[config.mk]
export PLATFORM = sky130hd
export DESIGN_NAME = power_save_wakeup_control
export DESIGN_NICKNAME = d
export VERILOG_FILES = /design/src/verilog/power_save_pkg.sv /design/src/verilog/wakeup_edge_detect.sv /design/src/verilog/power_save_wakeup_control.sv
export SDC_FILE = /design/constraint.sdc
export NUM_CORES = 1
export LEC_CHECK = 0
export ABC_AREA = 1
export BUFFER_PORTS_ARGS = -buffer_cell sky130_fd_sc_hd__buf_2
export CAP_MARGIN = 20
export CORE_MARGIN = 2
export CORE_UTILIZATION = 40
export CTS_CLUSTER_SIZE = 30
export DETAILED_ROUTE_END_ITERATION = 7
export SYNTH_ARGS = -nofsm -noshare
export SYNTH_HDL_FRONTEND = slang
export SYNTH_HIERARCHICAL = 1
export SYNTH_SLANG_ARGS = --single-unit
[constraint.sdc]
create_clock -name clk_i -period 2.2 [get_ports clk_i]
set_clock_uncertainty 0.2 [all_clocks]
set_input_delay 0.44 -clock clk_i [delete_from_list [all_inputs] [get_ports clk_i]]
set_output_delay 0.44 -clock clk_i [all_outputs]
set_load 0.02 [all_outputs]
[src/verilog/power_save_pkg.sv]
// Purpose: Shared constants for the power-save and wakeup sequencer.
// Assumes: One 25 MHz clock, registers reached over AXI4-Lite.
// Notes: Offsets are byte addresses of aligned 32-bit words.
// What this block does
// - Halt flag write of one enters full stop.
// - Full stop freezes clocks and all timers.
// - Watchdog off in stop; monitor drives pin low.
// - Stop exits on wake pin, clock-pin rise with RC option, reset.
// - Wake loads idle timer 256, counts, then clocks.
// - Instruction cycle is oscillator divided by ten.
// - RC option delays only with delay enable set.
// - Halt disabled option: flag ignored, reads zero.
// - Idle flag write stops all but oscillator, idle timer, watchdog.
// - Both modes keep state and other timers.
// - Idle exits on reset, wake pin, bit toggle.
// - Bit toggle sets pending; interrupt when enabled.
// - Idle with interrupt enabled services first.
// - Eight-bit wakeup enable, one bit per pin.
// - Edge select set means falling, clear rising.
// - Wakeup logic also gives one combined port L interrupt.
// - Edge sets sticky pending; stop refused if an enabled pin is pending.
// - Wakeup registers read/write, cleared by reset.
package power_save_pkg;
    // Register byte offsets.
    localparam logic [7:0]  ADDR_CTRL     = 8'h00;
    localparam logic [7:0]  ADDR_PIN_EN   = 8'h04;
    localparam logic [7:0]  ADDR_EDGE_SEL = 8'h08;
    localparam logic [7:0]  ADDR_PEND     = 8'h0C;
    localparam logic [7:0]  ADDR_STATUS   = 8'h10;
    // Control register fields.
    localparam int unsigned CTRL_DELAY_BIT = 0;
    localparam int unsigned CTRL_TIE_BIT   = 1;
    localparam int unsigned CTRL_CMEN_BIT  = 2;
    localparam int unsigned CTRL_TPND_BIT  = 3;
    localparam int unsigned CTRL_IDLE_BIT  = 6;
    localparam int unsigned CTRL_HALT_BIT  = 7;
    localparam logic        CMEN_RESET     = 1'b1;
    // Status register fields.
    localparam int unsigned STAT_TMR_LSB   = 16;
    // Port L width and timing.
    localparam int unsigned PORT_L_W       = 8;
    localparam int unsigned TMR_W          = 16;
    localparam int unsigned TC_DIV         = 10;
    localparam int unsigned DIV_W          = 4;
    localparam logic [DIV_W-1:0] DIV_LAST  = DIV_W'(TC_DIV - 1);
    localparam logic [TMR_W-1:0] SETTLE_LOAD = 16'h0100;
    localparam logic [TMR_W-1:0] TMR_ONE   = 16'h0001;
    localparam int unsigned TOGGLE_BIT_DEF = 13;
    // AXI responses.
    localparam logic [1:0]  RESP_OKAY      = 2'b00;
    localparam logic [1:0]  RESP_SLVERR    = 2'b10;
    // Operating modes.
    typedef enum logic [1:0] {
        ST_RUN    = 2'b00,
        ST_HALT   = 2'b01,
        ST_IDLE   = 2'b10,
        ST_SETTLE = 2'b11
    } mode_e;
endpackage

[src/verilog/wakeup_edge_detect.sv]
// Purpose: Per-pin selectable edge detector for port L.
// Assumes: Pins are synchronous to clk_i.
// Notes: Runs on the free clock, not the gated core clock.
`timescale 1ns/100ps
`default_nettype none
module wakeup_edge_detect
    import power_save_pkg::*;
(
    input  wire logic                clk_i,
    input  wire logic                rst_n_i,
    input  wire logic [PORT_L_W-1:0] pin_i,
    input  wire logic [PORT_L_W-1:0] falling_sel_i,
    output logic      [PORT_L_W-1:0] edge_o
);
    logic [PORT_L_W-1:0] prev_reg;

    // Previous pin levels.
    always_ff @(posedge clk_i)
    begin
        if (!rst_n_i)
            prev_reg <= '0;
        else
            prev_reg <= pin_i;
    end

    // Each pin picks its own trigger edge.
    genvar g;
    generate
        for (g = 0; g < PORT_L_W; g++)
        begin : g_pin
            assign edge_o[g] = falling_sel_i[g] ? (prev_reg[g] & ~pin_i[g])
                                                : (~prev_reg[g] & pin_i[g]);
        end
    endgenerate
endmodule
`default_nettype wire

[src/verilog/power_save_wakeup_control.sv]
// Purpose: Full-stop and oscillator-only sleep sequencer with port L wakeup.
// Assumes: clk_i is the oscillator clock; pins are synchronous to it.
// Notes: Outputs follow the mode one cycle late.
`timescale 1ns/100ps
`default_nettype none
module power_save_wakeup_control
    import power_save_pkg::*;
#(
    parameter int unsigned IDLE_TOGGLE_BIT = TOGGLE_BIT_DEF
)
(
    input  wire logic                clk_i,
    input  wire logic                rst_n_i,
    input  wire logic                halt_enable_option_i,
    input  wire logic                rc_clock_option_i,
    input  wire logic [PORT_L_W-1:0] port_l_i,
    input  wire logic                clock_output_pin_i,
    input  wire logic [7:0]          s_axi_awaddr,
    input  wire logic                s_axi_awvalid,
    output logic                     s_axi_awready,
    input  wire logic [31:0]         s_axi_wdata,
    input  wire logic [3:0]          s_axi_wstrb,
    input  wire logic                s_axi_wvalid,
    output logic                     s_axi_wready,
    output logic [1:0]               s_axi_bresp,
    output logic                     s_axi_bvalid,
    input  wire logic                s_axi_bready,
    input  wire logic [7:0]          s_axi_araddr,
    input  wire logic                s_axi_arvalid,
    output logic                     s_axi_arready,
    output logic [31:0]              s_axi_rdata,
    output logic [1:0]               s_axi_rresp,
    output logic                     s_axi_rvalid,
    input  wire logic                s_axi_rready,
    output logic                     oscillator_enable_o,
    output logic                     core_clock_enable_o,
    output logic                     timer_clock_enable_o,
    output logic                     tc_enable_o,
    output logic                     watchdog_run_o,
    output logic                     watchdog_output_pin_n_o,
    output logic                     idle_timer_irq_o,
    output logic                     port_l_irq_o,
    output logic                     service_first_o,
    output logic                     resume_direct_o
);
    mode_e               state_reg;
    logic [DIV_W-1:0]    div_reg;
    logic [TMR_W-1:0]    tmr_reg;
    logic [TMR_W-1:0]    tmr_inc;
    logic [PORT_L_W-1:0] pin_en_reg;
    logic [PORT_L_W-1:0] edge_sel_reg;
    logic [PORT_L_W-1:0] pend_reg;
    logic [PORT_L_W-1:0] edge_w;
    logic                delay_en_reg;
    logic                tmr_ie_reg;
    logic                cm_en_reg;
    logic                tmr_pend_reg;
    logic                ie_at_entry_reg;
    logic                clkout_prev_reg;
    logic                aw_held_reg;
    logic                w_held_reg;
    logic [7:0]          awaddr_reg;
    logic [31:0]         wdata_reg;
    logic                wstrb0_reg;
    logic                wr_fire;
    logic                wr_ok;
    logic                wr_ctrl;
    logic [31:0]         rd_data;
    logic                rd_ok;
    logic                tc_tick;
    logic                wake_pin;
    logic                clkout_rise;
    logic                halt_exit;
    logic                settle_needed;
    logic                halt_req_wr;
    logic                idle_req_wr;
    logic                halt_ok;
    logic                tmr_toggle;
    logic                idle_exit;
    logic                settle_done;

    // Port L edges, detected on the free-running clock.
    wakeup_edge_detect u_edge (
        .clk_i         (clk_i),
        .rst_n_i       (rst_n_i),
        .pin_i         (port_l_i),
        .falling_sel_i (edge_sel_reg),
        .edge_o        (edge_w)
    );

    // Wake and entry conditions.
    assign wake_pin      = |(pin_en_reg & pend_reg);
    assign clkout_rise   = rc_clock_option_i & clock_output_pin_i & ~clkout_prev_reg;
    assign halt_exit     = (state_reg == ST_HALT) && (wake_pin || clkout_rise);
    assign settle_needed = !rc_clock_option_i || delay_en_reg;
    assign wr_ctrl       = wr_fire && wstrb0_reg && (awaddr_reg == ADDR_CTRL);
    assign halt_req_wr   = wr_ctrl && wdata_reg[CTRL_HALT_BIT];
    assign idle_req_wr   = wr_ctrl && wdata_reg[CTRL_IDLE_BIT];
    assign halt_ok       = halt_req_wr && halt_enable_option_i && !wake_pin;
    assign idle_exit     = (state_reg == ST_IDLE) && (wake_pin || tmr_toggle);
    assign settle_done   = (state_reg == ST_SETTLE) && tc_tick && (tmr_reg == TMR_ONE);

    // Instruction-cycle divider; it clears to zero and stops ticking in full stop.
    assign tc_tick = (state_reg != ST_HALT) && (div_reg == DIV_LAST);

    always_ff @(posedge clk_i)
    begin
        if (!rst_n_i)
            div_reg <= '0;
        else if (state_reg == ST_HALT)
            div_reg <= '0;
        else if (div_reg == DIV_LAST)
            div_reg <= '0;
        else
            div_reg <= DIV_W'(div_reg + 1'b1);
    end

    // Idle timer: counts up normally, down from the load while settling.
    assign tmr_inc    = TMR_W'(tmr_reg + 1'b1);
    assign tmr_toggle = tc_tick && (state_reg != ST_SETTLE)
                        && (tmr_inc[IDLE_TOGGLE_BIT] != tmr_reg[IDLE_TOGGLE_BIT]);

    always_ff @(posedge clk_i)
    begin
        if (!rst_n_i)
            tmr_reg <= '0;
        else if (halt_exit && settle_needed)
            tmr_reg <= SETTLE_LOAD;
        else if (tc_tick && state_reg == ST_SETTLE)
            tmr_reg <= TMR_W'(tmr_reg - 1'b1);
        else if (tc_tick)
            tmr_reg <= tmr_inc;
    end

    // Mode sequencer.
    always_ff @(posedge clk_i)
    begin
        if (!rst_n_i)
        begin
            state_reg       <= ST_RUN;
            ie_at_entry_reg <= 1'b0;
        end
        else
        begin
            case (state_reg)
                ST_RUN:
                begin
                    if (halt_ok)
                        state_reg <= ST_HALT;
                    else if (idle_req_wr)
                    begin
                        state_reg       <= ST_IDLE;
                        ie_at_entry_reg <= tmr_ie_reg;
                    end
                end
                ST_HALT:
                begin
                    if (halt_exit && settle_needed)
                        state_reg <= ST_SETTLE;
                    else if (halt_exit)
                        state_reg <= ST_RUN;
                end
                ST_IDLE:
                begin
                    if (idle_exit)
                        state_reg <= ST_RUN;
                end
                ST_SETTLE:
                begin
                    if (settle_done)
                        state_reg <= ST_RUN;
                end
                default:
                    state_reg <= ST_RUN;
            endcase
        end
    end

    // Clock-pin history for rising-edge wake.
    always_ff @(posedge clk_i)
    begin
        if (!rst_n_i)
            clkout_prev_reg <= 1'b0;
        else
            clkout_prev_reg <= clock_output_pin_i;
    end

    // Control bits; a timer toggle beats a clear in the same cycle.
    always_ff @(posedge clk_i)
    begin
        if (!rst_n_i)
        begin
            delay_en_reg <= 1'b0;
            tmr_ie_reg   <= 1'b0;
            cm_en_reg    <= CMEN_RESET;
            tmr_pend_reg <= 1'b0;
        end
        else
        begin
            if (wr_ctrl)
            begin
                delay_en_reg <= wdata_reg[CTRL_DELAY_BIT];
                tmr_ie_reg   <= wdata_reg[CTRL_TIE_BIT];
                cm_en_reg    <= wdata_reg[CTRL_CMEN_BIT];
            end
            tmr_pend_reg <= (wr_ctrl ? wdata_reg[CTRL_TPND_BIT] : tmr_pend_reg) | tmr_toggle;
        end
    end

    // Wakeup registers; a new edge beats a software clear.
    always_ff @(posedge clk_i)
    begin
        if (!rst_n_i)
        begin
            pin_en_reg   <= '0;
            edge_sel_reg <= '0;
            pend_reg     <= '0;
        end
        else
        begin
            if (wr_fire && wstrb0_reg && awaddr_reg == ADDR_PIN_EN)
                pin_en_reg <= wdata_reg[PORT_L_W-1:0];
            if (wr_fire && wstrb0_reg && awaddr_reg == ADDR_EDGE_SEL)
                edge_sel_reg <= wdata_reg[PORT_L_W-1:0];
            if (wr_fire && wstrb0_reg && awaddr_reg == ADDR_PEND)
                pend_reg <= wdata_reg[PORT_L_W-1:0] | edge_w;
            else
                pend_reg <= pend_reg | edge_w;
        end
    end

    // Registered outputs that follow the mode.
    always_ff @(posedge clk_i)
    begin
        if (!rst_n_i)
        begin
            oscillator_enable_o     <= 1'b1;
            core_clock_enable_o     <= 1'b1;
            timer_clock_enable_o    <= 1'b1;
            tc_enable_o             <= 1'b0;
            watchdog_run_o          <= 1'b1;
            watchdog_output_pin_n_o <= 1'b1;
            idle_timer_irq_o        <= 1'b0;
            port_l_irq_o            <= 1'b0;
            service_first_o         <= 1'b0;
            resume_direct_o         <= 1'b0;
        end
        else
        begin
            oscillator_enable_o     <= (state_reg != ST_HALT);
            core_clock_enable_o     <= (state_reg == ST_RUN);
            timer_clock_enable_o    <= (state_reg == ST_RUN);
            tc_enable_o             <= tc_tick;
            watchdog_run_o          <= (state_reg != ST_HALT);
            watchdog_output_pin_n_o <= !((state_reg == ST_HALT) && cm_en_reg);
            idle_timer_irq_o        <= tmr_pend_reg && tmr_ie_reg;
            port_l_irq_o            <= wake_pin;
            service_first_o         <= idle_exit && ie_at_entry_reg;
            resume_direct_o         <= (idle_exit && !ie_at_entry_reg) || settle_done
                                       || (halt_exit && !settle_needed);
        end
    end

    // Write channel: address and data taken in either order.
    assign wr_fire = aw_held_reg && w_held_reg && !s_axi_bvalid;
    assign wr_ok   = (awaddr_reg == ADDR_CTRL) || (awaddr_reg == ADDR_PIN_EN)
                     || (awaddr_reg == ADDR_EDGE_SEL) || (awaddr_reg == ADDR_PEND)
                     || (awaddr_reg == ADDR_STATUS);

    always_ff @(posedge clk_i)
    begin
        if (!rst_n_i)
        begin
            aw_held_reg   <= 1'b0;
            w_held_reg    <= 1'b0;
            awaddr_reg    <= '0;
            wdata_reg     <= '0;
            wstrb0_reg    <= 1'b0;
            s_axi_awready <= 1'b0;
            s_axi_wready  <= 1'b0;
            s_axi_bvalid  <= 1'b0;
            s_axi_bresp   <= RESP_OKAY;
        end
        else
        begin
            if (!aw_held_reg && !s_axi_bvalid && !s_axi_awready)
                s_axi_awready <= 1'b1;
            if (!w_held_reg && !s_axi_bvalid && !s_axi_wready)
                s_axi_wready <= 1'b1;
            if (s_axi_awvalid && s_axi_awready)
            begin
                aw_held_reg   <= 1'b1;
                awaddr_reg    <= s_axi_awaddr;
                s_axi_awready <= 1'b0;
            end
            if (s_axi_wvalid && s_axi_wready)
            begin
                w_held_reg   <= 1'b1;
                wdata_reg    <= s_axi_wdata;
                wstrb0_reg   <= s_axi_wstrb[0];
                s_axi_wready <= 1'b0;
            end
            if (wr_fire)
            begin
                aw_held_reg  <= 1'b0;
                w_held_reg   <= 1'b0;
                s_axi_bvalid <= 1'b1;
                s_axi_bresp  <= wr_ok ? RESP_OKAY : RESP_SLVERR;
            end
            if (s_axi_bvalid && s_axi_bready)
                s_axi_bvalid <= 1'b0;
        end
    end

    // Read decode; the halt flag reads zero when halt is disabled.
    always_comb
    begin
        rd_data = '0;
        rd_ok   = 1'b1;
        if (s_axi_araddr == ADDR_CTRL)
        begin
            rd_data[CTRL_DELAY_BIT] = delay_en_reg;
            rd_data[CTRL_TIE_BIT]   = tmr_ie_reg;
            rd_data[CTRL_CMEN_BIT]  = cm_en_reg;
            rd_data[CTRL_TPND_BIT]  = tmr_pend_reg;
            rd_data[CTRL_IDLE_BIT]  = (state_reg == ST_IDLE);
            rd_data[CTRL_HALT_BIT]  = (state_reg == ST_HALT) && halt_enable_option_i;
        end
        else if (s_axi_araddr == ADDR_PIN_EN)
            rd_data[PORT_L_W-1:0] = pin_en_reg;
        else if (s_axi_araddr == ADDR_EDGE_SEL)
            rd_data[PORT_L_W-1:0] = edge_sel_reg;
        else if (s_axi_araddr == ADDR_PEND)
            rd_data[PORT_L_W-1:0] = pend_reg;
        else if (s_axi_araddr == ADDR_STATUS)
        begin
            rd_data[1:0]                        = state_reg;
            rd_data[STAT_TMR_LSB +: TMR_W]      = tmr_reg;
        end
        else
            rd_ok = 1'b0;
    end

    // Read channel: one cycle from address to data.
    always_ff @(posedge clk_i)
    begin
        if (!rst_n_i)
        begin
            s_axi_arready <= 1'b0;
            s_axi_rvalid  <= 1'b0;
            s_axi_rdata   <= '0;
            s_axi_rresp   <= RESP_OKAY;
        end
        else
        begin
            if (!s_axi_rvalid && !s_axi_arready)
                s_axi_arready <= 1'b1;
            if (s_axi_arvalid && s_axi_arready)
            begin
                s_axi_arready <= 1'b0;
                s_axi_rvalid  <= 1'b1;
                s_axi_rdata   <= rd_data;
                s_axi_rresp   <= rd_ok ? RESP_OKAY : RESP_SLVERR;
            end
            if (s_axi_rvalid && s_axi_rready)
                s_axi_rvalid <= 1'b0;
        end
    end
endmodule
`default_nettype wire

After elaboration in Yosys (flattened, before gate mapping)
Index checks and enable logic that the tools add are counted.
{ "word_totals": {"ff_bits": 120, "input_bits": 70, "out_inout_bits": 51, "wordCells": 211} }
{ "op_classes": {"add_sub_neg": 3, "eq_ne": 20, "muxes": 40, "bitwise": 41, "reduce_logical": 72} }
{ "ops": {"columns": ["operator", "count"], "rows": [
  ["$mux W16", 7],
  ["$logic_and A1 B1 Y1", 35],
  ["$eq A8 B4 Y1 const B", 4],
  ["$mux W2", 12],
  ["$mux W8", 3],
  ["$not A1 Y1", 19],
  ["$and A1 B1 Y1", 18],
  ["$add A16 B1 Y16 const B", 1],
  ["$eq A16 B1 Y1 const B", 1],
  ["$eq A8 B3 Y1 const B", 2],
  ["$eq A8 B5 Y1 const B", 2],
  ["$logic_not A8 Y1", 2],
  ["$or A8 B8 Y8", 2],
  ["$sub A16 B1 Y16 const B", 1],
  ["$mux W1", 14],
  ["$reduce_or A2 Y1", 7],
  ["$logic_not A1 Y1", 12],
  ["$logic_or A1 B1 Y1", 9],
  ["$mux W9", 1],
  ["$and A8 B8 Y8", 1],
  ["$pmux W2 S4", 1],
  ["$reduce_or A8 Y1", 1],
  ["$mux W6", 1],
  ["$ne A2 B2 Y1 const B", 3],
  ["other kinds (15)", 17]
]} }

Depth between registers and ports, before layout
{ "logic_depth": {"ltp_word": 9, "mapped_depth": 12, "depth_no_buf": 12} }

Hierarchy
The synthesis kept the hierarchy.
{ "by_module_without_submodules": {"columns": ["module", "n_inst", "cells_each", "area_each_um2", "seq_area_each_um2"], "rows": [
  ["power_save_wakeup_control", 1, 755, 5308.8, 2202.1],
  ["wakeup_edge_detect", 1, 73, 425.4, 160.2]
]} }

Worst setup path after synthesis
Ideal clock, no wire load.
{ "synth_timing": {"kind": "reg-to-reg", "start": "register div_reg[0]", "end": "register tmr_reg[10]", "setup_time_ns": 0.121, "arrival_time_ns": 1.357, "t_required_ns": 1.879, "path_slack_ns": 0.522, "stages_incl_launch_ff": 10, "path_buffers": 0, "period_less_slack_ns": 1.678, "path_cell_list": "dfxtp_1 ha_1 nand2_2 nor2_8 nand2_4 nor2_4 nand2_2 nor2_4 nand2_1 nor3b_2"} }
{ "synth_via": {"elab_chain_cells": 4, "word_cells_on_any_way": 5, "cone_classes": "1 x eq/ne; 1 x mux; 3 x reduce/logical"} }
{ "synth_rtl": {"columns": ["element", "line", "text"], "rows": [
  ["from (decl)", "power_save_wakeup_control.sv:47", "logic [DIV_W-1:0] div_reg;"],
  ["from (signal assigned)", "power_save_wakeup_control.sv:115", "div_reg <= DIV_W'(div_reg + 1'b1);"],
  ["$eq A4 B4 Y1 (*)", "power_save_wakeup_control.sv:104", "assign tc_tick = (state_reg != ST_HALT) && (div_reg == DIV_LAST);"],
  ["$logic_and A1 B1 Y1 (*)", "power_save_wakeup_control.sv:104", null],
  ["$logic_and A1 B1 Y1", "power_save_wakeup_control.sv:129", "else if (tc_tick && state_reg == ST_SETTLE)"],
  ["$mux W16 / $reduce_bool A2 Y1 (equally long branches)", null, null],
  ["to (signal assigned)", "power_save_wakeup_control.sv:130", "tmr_reg <= TMR_W'(tmr_reg - 1'b1);"],
  ["to (signal assigned)", "power_save_wakeup_control.sv:132", "tmr_reg <= tmr_inc;"],
  ["to (decl)", "power_save_wakeup_control.sv:48", "logic [TMR_W-1:0] tmr_reg;"]
]} }
Every way passes the cells marked *; elsewhere a longest branch is shown, timed or not.
A chain may end at the register's enable or synchronous reset.

Worst setup path in the final report
{ "layout_timing": {"start": "register div_reg[0]", "end": "register tmr_reg[15]"} }
Same word-level chain as after synthesis.

==> results by group <==
Clock network
  – Clk buf depth: 2
  – CTS Buf Count: 17
  – Post-CTS Resized: 0
  – Root buf cell: clkbuf_16
  – Depth of the CTS H-tree: 4
  – CTS tree: done
  – Clk slew on worst S/H paths: ~50 ps
  – Clk_lat worst skew: 420 ps
  – Clock sink total: around 120

Critical path
  – Worst R2R End: tmr_reg[15]$_SDFFE_PP0P_
  – Setup crit end kind: flip-flop
  – Max stage delay on crit path: 370 ps
  – Crit path required time: 2350 ps
  – Startpoint type of the worst setup path: flip-flop
  – Reg2Reg Setup Slack: between 300 and 400 ps
  – CP Class: reg2reg
  – CP max-delay cell: dfxtp_1
  – Crit-path cells: ha_1 > nand2_2 > nor2_8 > nand2_4 > clkinv_2 > nand2_2 > nor2_4 > nand3_1 > nand2_1 > inv_1 > nor2_1
  – Worst Reg-to-Reg Cells: 11
  – Worst Path Max Fanout: 7
  – Crit path DAT: 2020 ps
  – CP most frequent cell: nand2_2
  – FF-to-FF Start: div_reg[0]$_SDFF_PP0_

Placed design
  – Post-DP HPWL: 10.5 mm
  – Placement Setup Slack: between 200 and 250 ps
  – DP Area: 6270 um^2
  – # placed instances: around 1.1k
  – Placer congestion estimate: 0.865
  – Buffers on Ports: between 80 and 90

Synth
  – #FFs+latches synth: 118
  – Largest family of logic cells by synthesized area: simple AND/OR/NAND/NOR gates
  – Cell variety after synth: 43
  – Yosys top cell area share: 41.2%
  – Top-count cell post-synth: nand2_1
  – Commonest cells post-synth: 164 x nand2_1, 118 x dfxtp_1, 111 x inv_1
  – Mapped Area: 5730 um^2
  – Synth warn: 6
  – Top cells by area, synth: dfxtp_1 41%, nand2_1 11%, inv_1 7.3%, nor2_1 6.6%, nand3_1 6.3%
  – Primary FF master, synth: dfxtp_1
  – Synth Area in Adders: 1.09%
  – Synth Instances: 828
  – Post-synthesis compound-gate area fraction: 13.1%
  – Share of the yosys chip area belonging to registers: 41.2%
  – Multiplexer share of the synthesized area: 0%
  – Synth Area per Inst: 6.93 um^2
  – Top cell type by total area after synthesis: dfxtp_1
  – Simple logic cell fraction of the synthesized area: 31.5%
  – XOR/XNOR share of the synthesized area: 1.07%
  – Async S/R FF share, synth: 0%
  – EDFF count, synth: 0

Worst hold path
  – Hold path startpoint: clock_output_pin_i
  – Hold path cells: 3
  – Worst Hold Path EP: clkout_prev_reg$_SDFF_PN0_
  – Min-delay worst type: in2reg

Routing
  – DRC: 0
  – Remaining antenna violation count after routing: 0
  – Post-DR wirelength/cell: 12.6 um
  – Post-DR vias/cell: 4.74
  – Vias: approximately 5.2k
  – Pre-antenna DRT Iters: 4
  – WL final: between 10 and 15 mm
  – DR iter-0 viols: slightly below 300

Die
  – Core ar.: 13900 um^2
  – Initial Utilization: 41.2%
  – Die height: around 120 um
  – Area of the die: 15300 um^2
  – Die width: 124 um
  – Boundary pin count: 121
  – Rows: 43

Cells and area
  – Non-Filler Instances: 1103
  – Layout cell share with drive strength beyond 1: between 15 and 20%
  – Nets: 985
  – Layout Area Growth over Synthesis: 19.7%
  – Filler cells: ~1.4k
  – Ant. Diodes: 0
  – Design Area, Final: slightly below 7000 um^2
  – Max FFs per register: 24

Job
  – Max-cap violations: 0

Timing
  – Final hold violations: 0
  – Final WS setup: 327 ps
  – FMAX: 534 MHz
  – Final min period: 1870 ps
  – Tcrit/Tclk final: 85.1%
  – Fin. max-slew vios: 0
  – Unrepaired setup endpoints after global routing: false
  – Setup_tns: 0 ps
  – Finish-stage setup viols: 0

Power and ir drop
  – Leak: 3.27 nW
  – Internal Power: about 4 mW
  – Switching share of total power: 23.1%
  – Clock network power share: 50.7%
  – Sequential share of power: 42.6%
  – Sw Pwr: roughly 1.2 mW
  – Pwr Density: about 770 nW/um^2
  – Peak VDD IR: 0.539 mV
  – Total Power: 5.30 mW
  – Comb pwr share: 6.6%

Global routing
  – Pin count of the biggest net entering global routing: 33
  – Initial antenna violation count: 0
  – Tot GR Track Use: 19.4%
  – GRT Residual Overflow: 0
  – Number of global-route vias before repair: 4856
  – First-pass GRT wire length: 23.0 mm

Run status
  – Status: completed
per-stage QoR:
step | utilization (%) | hold slack, ps
floorplan | - | 181
global placement | 45.0 | 241
detailed placement | 45.0 | 234
CTS | 49.2 | 10.9
global route | 49.2 | 45.6
finish | 49.2 | 18.7
critical path: cells and delay by family, from the launching register on:
family / cells / cell delay, ps
DFF: 1 / 370
and+or+nand+nor: 8 / 850
adders and majority gates: 1 / 220
buffers and inverters: 2 / 160
how the worst max path moves through the flow:
stage / startpoint / end / slack, ps / cells past startpoint
detailed placement: s_axi_araddr[5] / s_axi_rdata[6]$_SDFFE_PN0P_ / 210 / 9
global route: s_axi_bvalid$_SDFFE_PP0N_ / pin_en_reg[6]$_SDFFE_PN0P_ / 100 / 7
CTS: div_reg[0]$_SDFF_PP0_ / tmr_reg[15]$_SDFFE_PP0P_ / 300 / 11
floorplan: div_reg[0]$_SDFF_PP0_ / tmr_reg[10]$_SDFFE_PP0P_ / 520 / 9
global placement: s_axi_araddr[5] / s_axi_rdata[6]$_SDFFE_PN0P_ / 210 / 9
finish: div_reg[0]$_SDFF_PP0_ / tmr_reg[15]$_SDFFE_PP0P_ / 330 / 11
power by group through the flow:
| stage | Combinational (mW) | Clock (mW) | Sequential [mW] |
|---|---|---|---|
| 2_1_floorplan | 0.231 | 0 | 2.30 |
| 4_1_cts | 0.356 | 2.73 | 2.26 |
| 3_5_place_dp | 0.353 | 0 | 2.30 |
| 3_3_place_gp | 0.350 | 0 | 2.30 |
| 6_report | 0.352 | 2.69 | 2.26 |
| 5_1_grt | 0.406 | 2.83 | 2.27 |
timing repair:
item / CTS / global route
hold endpoints to repair: 1 / 0
buffers inserted: 0 / 0
hold buffers: 1 / 0
cells in the final DEF, fill, tap and decap left out, drive strengths merged, types with 9 or more instances in the layout:
cell type,count
nand2,174
dfxtp,118
inv,116
nor2,109
buf,95
nand3,76
o21ai,68
a21oi,59
clkbuf,23
nand4,21
conb,10
nor3,9
cell families (layout without fill, tap and decap cells):
logic type / count (synthesis) / count (layout)
AND/OR/NAND/NOR: 396 / 396
buffers and inverters: 161 / 247
AO/OA/AOI/OAI: 140 / 140
flip-flops: 118 / 118
XOR/XNOR: 7 / 7
adder cells (fa/ha/maj): 5 / 5
other: 1 / 10
cell type report:
class	count	area, um^2	area share, %
timing repair buffer	96	528	7.70
inverter	119	450	6.56
clock buffer	23	478	6.97
sequential	118	2360	34.4
tap	180	225	3.28
clock inverter	9	100	1.46
multi-input combinational	558	2720	39.6
routing by layer:
layer	track usage [%]	part of all wire, %	wire length [um]
met3	4.58	3.7	513
met2	32.3	48	6720
met5	0	0	0
met1	24.6	47	6490
met4	6.68	1.3	181
Power figures use the tool's default switching activity.
